==> config.mk <==
export PLATFORM = sky130hd
export DESIGN_NAME = jefsc_top
export DESIGN_NICKNAME = d
export VERILOG_FILES = /design/src/verilog/jefsc_pkg.sv /design/src/verilog/jefsc_top.sv
export SDC_FILE = /design/constraint.sdc
export NUM_CORES = 1
export LEC_CHECK = 0
export ABC_CLOCK_PERIOD_IN_PS = 5250
export BUFFER_PORTS_ARGS = -buffer_cell sky130_fd_sc_hd__buf_2
export CORE_UTILIZATION = 45
export DETAILED_ROUTE_END_ITERATION = 7
export GPL_TIMING_DRIVEN = 0
export PLACE_DENSITY = 0.76
export SLEW_MARGIN = 20
export SYNTH_ARGS = -nofsm -noshare
export SYNTH_HDL_FRONTEND = slang
export SYNTH_SLANG_ARGS = --single-unit
==> constraint.sdc <==
create_clock -name core_clk -period 5.25 [get_ports core_clk]
set_input_delay 0.7875 -clock core_clk [delete_from_list [all_inputs] [get_ports core_clk]]
set_output_delay 0.7875 -clock core_clk [all_outputs]
set_load 0.005 [all_outputs]
==> src/verilog/jefsc_pkg.sv <==
// Shared constants and types of the event flag and start control block.
`default_nettype none
package jefsc_pkg;
    // ------------------------------------------------------------------
    // Bus geometry
    // ------------------------------------------------------------------
    localparam int ADDR_W = 8;
    localparam int DATA_W = 32;
    localparam int BE_W = 4;
    // ------------------------------------------------------------------
    // Register byte offsets
    // ------------------------------------------------------------------
    localparam logic [7:0] ADDR_CTRL = 8'h00;
    localparam logic [7:0] ADDR_MSTAT = 8'h04;
    localparam logic [7:0] ADDR_RAW = 8'h08;
    localparam logic [7:0] ADDR_IEN = 8'h0C;
    localparam logic [7:0] ADDR_RUN = 8'h14;
    localparam logic [7:0] ADDR_OPSTAT = 8'h18;
    localparam logic [7:0] ADDR_HUFF = 8'h20;
    localparam logic [7:0] ADDR_FIFOCTL = 8'h40;
    // ------------------------------------------------------------------
    // Field positions
    // ------------------------------------------------------------------
    localparam int BIT_SIZE = 11;
    localparam int BIT_THR = 10;
    localparam int BIT_FULL = 9;
    localparam int BIT_EMPTY = 8;
    localparam int BIT_OVF = 2;
    localparam int BIT_CODEC = 1;
    localparam int BIT_LB = 0;
    localparam int CTRL_MODE = 4;
    localparam int CTRL_SRST = 7;
    localparam int THR_LO = 4;
    localparam int THR_HI = 5;
    localparam int HUFF_AUTO = 0;
    localparam int HUFF_NSTBY = 1;
    localparam int RUN_BIT = 0;
    localparam int OPSTAT_BIT = 0;
    // ------------------------------------------------------------------
    // Reset values, masks and counts
    // ------------------------------------------------------------------
    localparam logic [15:0] IEN_RESET = 16'h0000;
    localparam logic [15:0] IEN_MASK = 16'h0F07;
    localparam logic [15:0] RAW_RESET = 16'h0000;
    localparam logic [1:0] THR_RESET = 2'h0;
    localparam int THR_BYTES = 4;
    // ------------------------------------------------------------------
    // Run control states
    // ------------------------------------------------------------------
    typedef enum logic [2:0] {
        ST_IDLE = 3'b000,
        ST_ENC_PEND = 3'b001,
        ST_ENC_RUN = 3'b010,
        ST_CAP_PEND = 3'b011,
        ST_CAP_RUN = 3'b100,
        ST_CAP_STOP = 3'b101
    } jefsc_state_t;
endpackage
`default_nettype wire

==> src/verilog/jefsc_top.sv <==
// Event flags, interrupt enables and start control with an Avalon slave.
`timescale 1ns/10ps
`default_nettype none
// Behaviour
// - Size violation sets bit 11, encoding continues.
// - Raw flags capture regardless of enables.
// - Write one to masked status clears 11..8.
// - Threshold flag sets once level passes threshold.
// - FIFO full flag latches until cleared.
// - FIFO empty flag latches until cleared.
// - Overflow flag clears only by soft reset.
// - Codec flag clears on operation status read.
// - Line buffer flag clears with its register.
// - Enable register resets zero, seven enable bits.
// - Enable bit 0 gates line buffer interrupts.
// - Overflow interrupt gated only by bit 2.
// - Encode: one starts next frame, zero cancels.
// - Capture: one starts next frame, zero stops.
// - Status raises interrupt only when enabled.
// - Huffman auto bit self clears, blocks table.
module jefsc_top #(
    parameter int FIFO_BYTES = 256,
    parameter int LVL_W = 9
) (
    // Clock and reset.
    input wire logic core_clk,
    input wire logic reset,
    // Avalon-MM slave.
    input wire logic [jefsc_pkg::ADDR_W-1:0] address,
    input wire logic read,
    input wire logic write,
    input wire logic [jefsc_pkg::DATA_W-1:0] writedata,
    input wire logic [jefsc_pkg::BE_W-1:0] byteenable,
    output logic [jefsc_pkg::DATA_W-1:0] readdata,
    output logic waitrequest,
    // Event sources.
    input wire logic sizeViolation,
    input wire logic [LVL_W-1:0] fifoLevel,
    input wire logic fifoFull,
    input wire logic fifoEmpty,
    input wire logic lineBufOverflow,
    input wire logic codecIrq,
    input wire logic lineBufIrq,
    input wire logic lineBufFlagClr,
    // Frame and engine status.
    input wire logic frameStart,
    input wire logic frameEnd,
    input wire logic encodeDone,
    input wire logic huffLoadDone,
    // Outputs.
    output logic irq,
    output logic encodeRun,
    output logic captureRun,
    output logic huffBusy,
    output logic huffNonStandby,
    output logic moduleReset,
    output logic [1:0] fifoThrSel
);
    import jefsc_pkg::*;

    // ------------------------------------------------------------------
    // Bus access strobes
    // ------------------------------------------------------------------
    logic [15:0] ienR;
    logic [15:0] rawR;
    logic captureModeR;
    jefsc_state_t stateR;
    jefsc_state_t stateNxt;
    logic wrAcc;
    logic rdAcc;
    logic [15:0] wrMask;
    logic [15:0] wrData;
    logic [15:0] clrW1c;
    logic srstWr;
    logic opRead;
    logic runWr1;
    logic runWr0;
    logic huffSet;
    logic thrNow;
    logic [15:0] rawNxt;
    logic [15:0] rdMux;

    function automatic logic thrHit(input logic [1:0] sel,
                                    input logic [LVL_W-1:0] lvl);
        logic hit;
        hit = 1'b0;
        unique case (sel)
            2'b00: hit = 1'b0;
            2'b01: hit = lvl > LVL_W'(THR_BYTES);
            2'b10: hit = lvl > LVL_W'(FIFO_BYTES / 4);
            2'b11: hit = lvl > LVL_W'(FIFO_BYTES / 2);
        endcase
        return hit;
    endfunction

    // Gates each raw flag by its own enable bit, within IEN_MASK.
    function automatic logic [15:0] gated(input logic [15:0] raw,
                                          input logic [15:0] en);
        logic [15:0] g;
        g = raw & en & IEN_MASK;
        return g;
    endfunction

    // Writes take effect at the edge where waitrequest is seen low.
    assign wrAcc = write && !waitrequest;
    assign rdAcc = read && !waitrequest;
    assign wrMask = {{8{byteenable[1]}}, {8{byteenable[0]}}};
    assign wrData = writedata[15:0] & wrMask;
    assign clrW1c = (wrAcc && address == ADDR_MSTAT) ?
                    (wrData & 16'h0F00) : 16'h0000;
    assign srstWr = wrAcc && address == ADDR_CTRL && wrData[CTRL_SRST];
    assign opRead = rdAcc && address == ADDR_OPSTAT;
    assign runWr1 = wrAcc && address == ADDR_RUN && byteenable[0] &&
                    writedata[RUN_BIT];
    assign runWr0 = wrAcc && address == ADDR_RUN && byteenable[0] &&
                    !writedata[RUN_BIT];
    assign huffSet = wrAcc && address == ADDR_HUFF && byteenable[0] &&
                     writedata[HUFF_AUTO] && !captureModeR;
    assign thrNow = thrHit(fifoThrSel, fifoLevel);

    // ------------------------------------------------------------------
    // Raw event flags
    // ------------------------------------------------------------------
    always_comb begin
        rawNxt = RAW_RESET;
        rawNxt[BIT_SIZE] = sizeViolation |
                           (rawR[BIT_SIZE] & ~clrW1c[BIT_SIZE]);
        rawNxt[BIT_THR] = thrNow | (rawR[BIT_THR] & ~clrW1c[BIT_THR]);
        rawNxt[BIT_FULL] = fifoFull | (rawR[BIT_FULL] & ~clrW1c[BIT_FULL]);
        rawNxt[BIT_EMPTY] = fifoEmpty |
                            (rawR[BIT_EMPTY] & ~clrW1c[BIT_EMPTY]);
        rawNxt[BIT_OVF] = lineBufOverflow | (rawR[BIT_OVF] & ~srstWr);
        rawNxt[BIT_CODEC] = codecIrq | (rawR[BIT_CODEC] & ~opRead);
        rawNxt[BIT_LB] = lineBufIrq | (rawR[BIT_LB] & ~lineBufFlagClr);
    end

    always_ff @(posedge core_clk or posedge reset) begin
        if (reset) begin
            rawR <= RAW_RESET;
        end else begin
            rawR <= rawNxt;
        end
    end

    // ------------------------------------------------------------------
    // Software registers
    // ------------------------------------------------------------------
    // enable register write
    always_ff @(posedge core_clk or posedge reset) begin
        if (reset) begin
            ienR <= IEN_RESET;
        end else if (wrAcc && address == ADDR_IEN) begin
            ienR <= (ienR & ~wrMask) | (wrData & IEN_MASK);
        end
    end

    always_ff @(posedge core_clk or posedge reset) begin
        if (reset) begin
            captureModeR <= 1'b0;
            moduleReset <= 1'b0;
            fifoThrSel <= THR_RESET;
        end else begin
            moduleReset <= srstWr;
            if (wrAcc && address == ADDR_CTRL && byteenable[0]) begin
                captureModeR <= writedata[CTRL_MODE];
            end
            if (wrAcc && address == ADDR_FIFOCTL && byteenable[0]) begin
                fifoThrSel <= writedata[THR_HI:THR_LO];
            end
        end
    end

    always_ff @(posedge core_clk or posedge reset) begin
        if (reset) begin
            huffBusy <= 1'b0;
            huffNonStandby <= 1'b0;
        end else if (huffSet) begin
            huffBusy <= 1'b1;
            huffNonStandby <= writedata[HUFF_NSTBY];
        end else if (huffLoadDone) begin
            huffBusy <= 1'b0;
            huffNonStandby <= 1'b0;
        end
    end

    // ------------------------------------------------------------------
    // Run control
    // ------------------------------------------------------------------
    always_comb begin
        stateNxt = stateR;
        unique case (stateR)
            ST_IDLE: begin
                if (runWr1) begin
                    stateNxt = captureModeR ? ST_CAP_PEND : ST_ENC_PEND;
                end
            end
            ST_ENC_PEND: begin
                if (runWr0) begin
                    stateNxt = ST_IDLE;
                end else if (frameStart) begin
                    stateNxt = ST_ENC_RUN;
                end
            end
            ST_ENC_RUN: begin
                if (encodeDone) begin
                    stateNxt = ST_IDLE;
                end
            end
            ST_CAP_PEND: begin
                if (runWr0) begin
                    stateNxt = ST_IDLE;
                end else if (frameStart) begin
                    stateNxt = ST_CAP_RUN;
                end
            end
            ST_CAP_RUN: begin
                if (runWr0) begin
                    stateNxt = ST_CAP_STOP;
                end
            end
            ST_CAP_STOP: begin
                if (runWr1) begin
                    stateNxt = ST_CAP_RUN;
                end else if (frameEnd) begin
                    stateNxt = ST_IDLE;
                end
            end
            default: stateNxt = ST_IDLE;
        endcase
        if (srstWr) begin
            stateNxt = ST_IDLE;
        end
    end

    always_ff @(posedge core_clk or posedge reset) begin
        if (reset) begin
            stateR <= ST_IDLE;
            encodeRun <= 1'b0;
            captureRun <= 1'b0;
        end else begin
            stateR <= stateNxt;
            encodeRun <= stateNxt == ST_ENC_RUN;
            captureRun <= stateNxt == ST_CAP_RUN ||
                          stateNxt == ST_CAP_STOP;
        end
    end

    // ------------------------------------------------------------------
    // Interrupt output
    // ------------------------------------------------------------------
    // enabled OR
    always_ff @(posedge core_clk or posedge reset) begin
        if (reset) begin
            irq <= 1'b0;
        end else begin
            irq <= |gated(rawNxt, ienR);
        end
    end

    // ------------------------------------------------------------------
    // Bus answer
    // ------------------------------------------------------------------
    always_comb begin
        unique case (address)
            ADDR_CTRL: rdMux = {11'h000, captureModeR, 4'h0};
            ADDR_MSTAT: rdMux = gated(rawR, ienR);
            ADDR_RAW: rdMux = rawR;
            ADDR_IEN: rdMux = ienR;
            ADDR_OPSTAT: rdMux = {15'h0000, rawR[BIT_CODEC]};
            ADDR_HUFF: rdMux = {15'h0000, huffBusy};
            ADDR_FIFOCTL: rdMux = {10'h000, fifoThrSel, 4'h0};
            default: rdMux = 16'h0000;
        endcase
    end

    always_ff @(posedge core_clk or posedge reset) begin
        if (reset) begin
            waitrequest <= 1'b1;
            readdata <= 32'h0000_0000;
        end else if (waitrequest && (read || write)) begin
            waitrequest <= 1'b0;
            readdata <= {16'h0000, read ? rdMux : 16'h0000};
        end else begin
            waitrequest <= 1'b1;
        end
    end
endmodule // jefsc_top
`default_nettype wire

==> reports/qor.csv <==
stage;metric;value;unit
status;outcome;finished, final reports clean;
worst_setup_path;crit_type;in2reg;
floorplanning;coreArea;5540;um2
floorplanning;die_w;78.1;um
synthesis;synth_edf_count;0;
synthesis;ys_async_sr_fraction;100;%
finish;n_antenna_cell;0;
finish;final_common_cell;buf_2;
finish;post-route-util;57.8;%
sta;tightest_slew;633;ps
detailed_routing;top_layer;met4;
sta;skew;8.45;ps
placement;gp_congestion;0.853;
global_route;grt_use_total;21.0;%
sta;hold_viol;0;
finish;syn2layout_area_growth;23.0;%
pwr;p_total;713;uW
placement;place_hpwl;4460;um
clock_network;cts-hold-fix-buffers;0;
pwr;swShare;25.3;%
clock_network;path_clk_slew;90;ps
global_route;first_global_vias;2024;
pwr;p_int;532;uW
pwr;powerDensity;223;nW/um2
pwr;leakage;0.00163;uW
clock_network;cts-buffers-inserted;5;
global_route;antenna_found_initial;0;
detailed_routing;wire_per_inst;14.6;um
clock_network;cts_tree;yes;
pwr;p_clk_share;31.9;%
detailed_routing;ant_nets;0;
finish;nNetsFinal;396;
floorplanning;dieArea;6090;um2
pwr;vdd_drop_max;111;uV
sta;slew_violations;0;
clock_network;cts.htree.levels;2;
floorplanning;row_count;27;
min_path;min-delay-path-class;in2async;
placement;portBuffers;68;
global_route;grt_start_max_net_pins;36;
detailed_routing;drc_errors;0;
pwr;share_seq_of_total_power;57.3;%
synthesis;ys_types;52;
detailed_routing;drt_wl_total;5850;um
synthesis;netlist_area;2600;um2
synthesis;ys_seq_area_share;50.0;%
global_route;grt_overflow;0;
clock_network;cts.repair.resized;0;
detailed_routing;vias_per_cell;5.34;
floorplanning;die_h;78.1;um
run;drv_cap;0;
synthesis;syn_inst;237;
sta;timing.final.crit_share;47.9;%
clock_network;clk_path_buf_depth;2;
sta;fmax;398;MHz
synthesis;synth_warnings;0;
pwr;pwr-share-comb;10.8;%
worst_setup_path;startpoint_type;input pin;
detailed_routing;wl_met1;2730;um
global_route;grt_pass1_wl;9920;um
worst_setup_path;crit_fanout;10;
worst_setup_path;endpoint_kind;flip-flop;
finish;final_cell_mix;buf_2, dfrtp_1, a22o_1;
detailed_routing;met2_length;2700;um
clock_network;post-cts-setup-buffers;0;
synthesis;avgSynthCellArea;11.0;um2
synthesis;dominantRegCellSynth;dfrtp_1;
detailed_routing;dr.pass1.iters;4;
clock_network;clkSinkCount;52;
sta;setup_violations;0;
worst_setup_path;cp.arrival;2700;ps
synthesis;ys_ff_latch;52;
sta;fin_setup_tns;0;ps
sta;rsz0062_at_grt;false;
clock_network;cts-root-buf;clkbuf_8;
clock_network;insertion_delay;310;ps
pwr;p_sw;180;uW
detailed_routing;dr_wl_met3;346;um
finish;drive_above_1_share;35.6;%
finish;fillers;511;
sta;relSlewSlack;57.4;%
detailed_routing;drt_iter0_drc;190;
floorplanning;ioPinCount;109;
worst_setup_path;cp.required;5430;ps
sta;fin_crit;2510;ps
floorplanning;initial_core_util;47.0;%
detailed_routing;num_vias;2142;
worst paths after layout:
path,endpoint,cells after the start,slack (ps),from
min in group core_clk,ienR[5],1,500,ienR[5]
max in group asynchronous,waitrequest,3,4250,reset
worst min register to register,ienR[5],1,500,ienR[5]
worst min-delay path,irq,2,450,reset
worst max-delay path,irq,7,2740,address[5]
worst max register to register,encodeRun,5,3360,waitrequest
metrics by stage:
step / worst slack [ps] / hold slack, ps / cells / area (um2)
3_5_place_dp: 2470 / 471 / 393 / 3110
3_3_place_gp: 2390 / 469 / 392 / 3090
4_1_cts: 2790 / 452 / 401 / 3200
6_report: 2740 / 448 / 401 / 3200
2_1_floorplan: 3030 / 454 / 252 / 2660
5_1_grt: 2600 / 461 / 401 / 3200
layout make-up:
| cell class | instances | area [um2] | area share (%) |
|---|---|---|---|
| sequential | 52 | 1300 | 40.7 |
| multi-input combinational | 169 | 1180 | 36.8 |
| timing repair buffer | 69 | 360 | 11.3 |
| buffer | 22 | 145 | 4.53 |
| tap | 72 | 90.1 | 2.81 |
| clock buffer | 5 | 68.8 | 2.15 |
| inverter | 9 | 33.8 | 1.05 |
| clock inverter | 3 | 23.8 | 0.742 |
power groups by stage:
stage	logic, uW	registers (uW)	clock network (uW)
after floorplan	39.9	415	0
after global placement	74.0	416	0
after detailed placement	76.6	416	0
after CTS	76.9	408	234
after global routing	85.1	409	258
final	76.8	408	228
kinds of logic after synthesis:
kind of cell	share of synthesized area, %
AO/OA/AOI/OAI	18.3
XOR/XNOR	0.336
buffers and inverters	6.87
flip-flops	50.0
multiplexers	4.71
other	0.144
AND/OR/NAND/NOR	19.6
cells in the mapped netlist (all sizes together) (2+ instances only):
cell / n / area [um2]
dfrtp: 51 / 1280
buf: 19 / 134
a22o: 18 / 158
nand2: 16 / 60.1
and2: 13 / 81.3
nand3: 13 / 70.1
mux2: 10 / 113
inv: 9 / 33.8
o21ai: 8 / 40.0
nor2: 7 / 28.8
o2111ai: 7 / 61.3
nor3: 5 / 25.0
nor4b: 5 / 80.1
a21o: 4 / 30.0
and3: 4 / 26.3
nor4: 4 / 25.0
a21oi: 3 / 15.0
a41oi: 3 / 26.3
clkbuf: 3 / 11.3
nand2b: 3 / 18.8
nand4: 3 / 18.8
nor2b: 3 / 18.8
a31oi: 2 / 12.5
and3b: 2 / 17.5
o211ai: 2 / 15.0
o22ai: 2 / 12.5
critical path, stage by stage:
cell	delay, ps
buf_2	140
nor4_1	590
buf_2	350
a41oi_1	210
a211o_1	330
a32oi_1	190
nand3_1	100
per-layer routing:
metal	up-vias	GRT usage, %
met5	-	0
met4	0	6.85
met3	9	4.53
met2	88	32.0
met1	1007	29.9
li1	1038	-
Power figures use the tool's default switching activity.
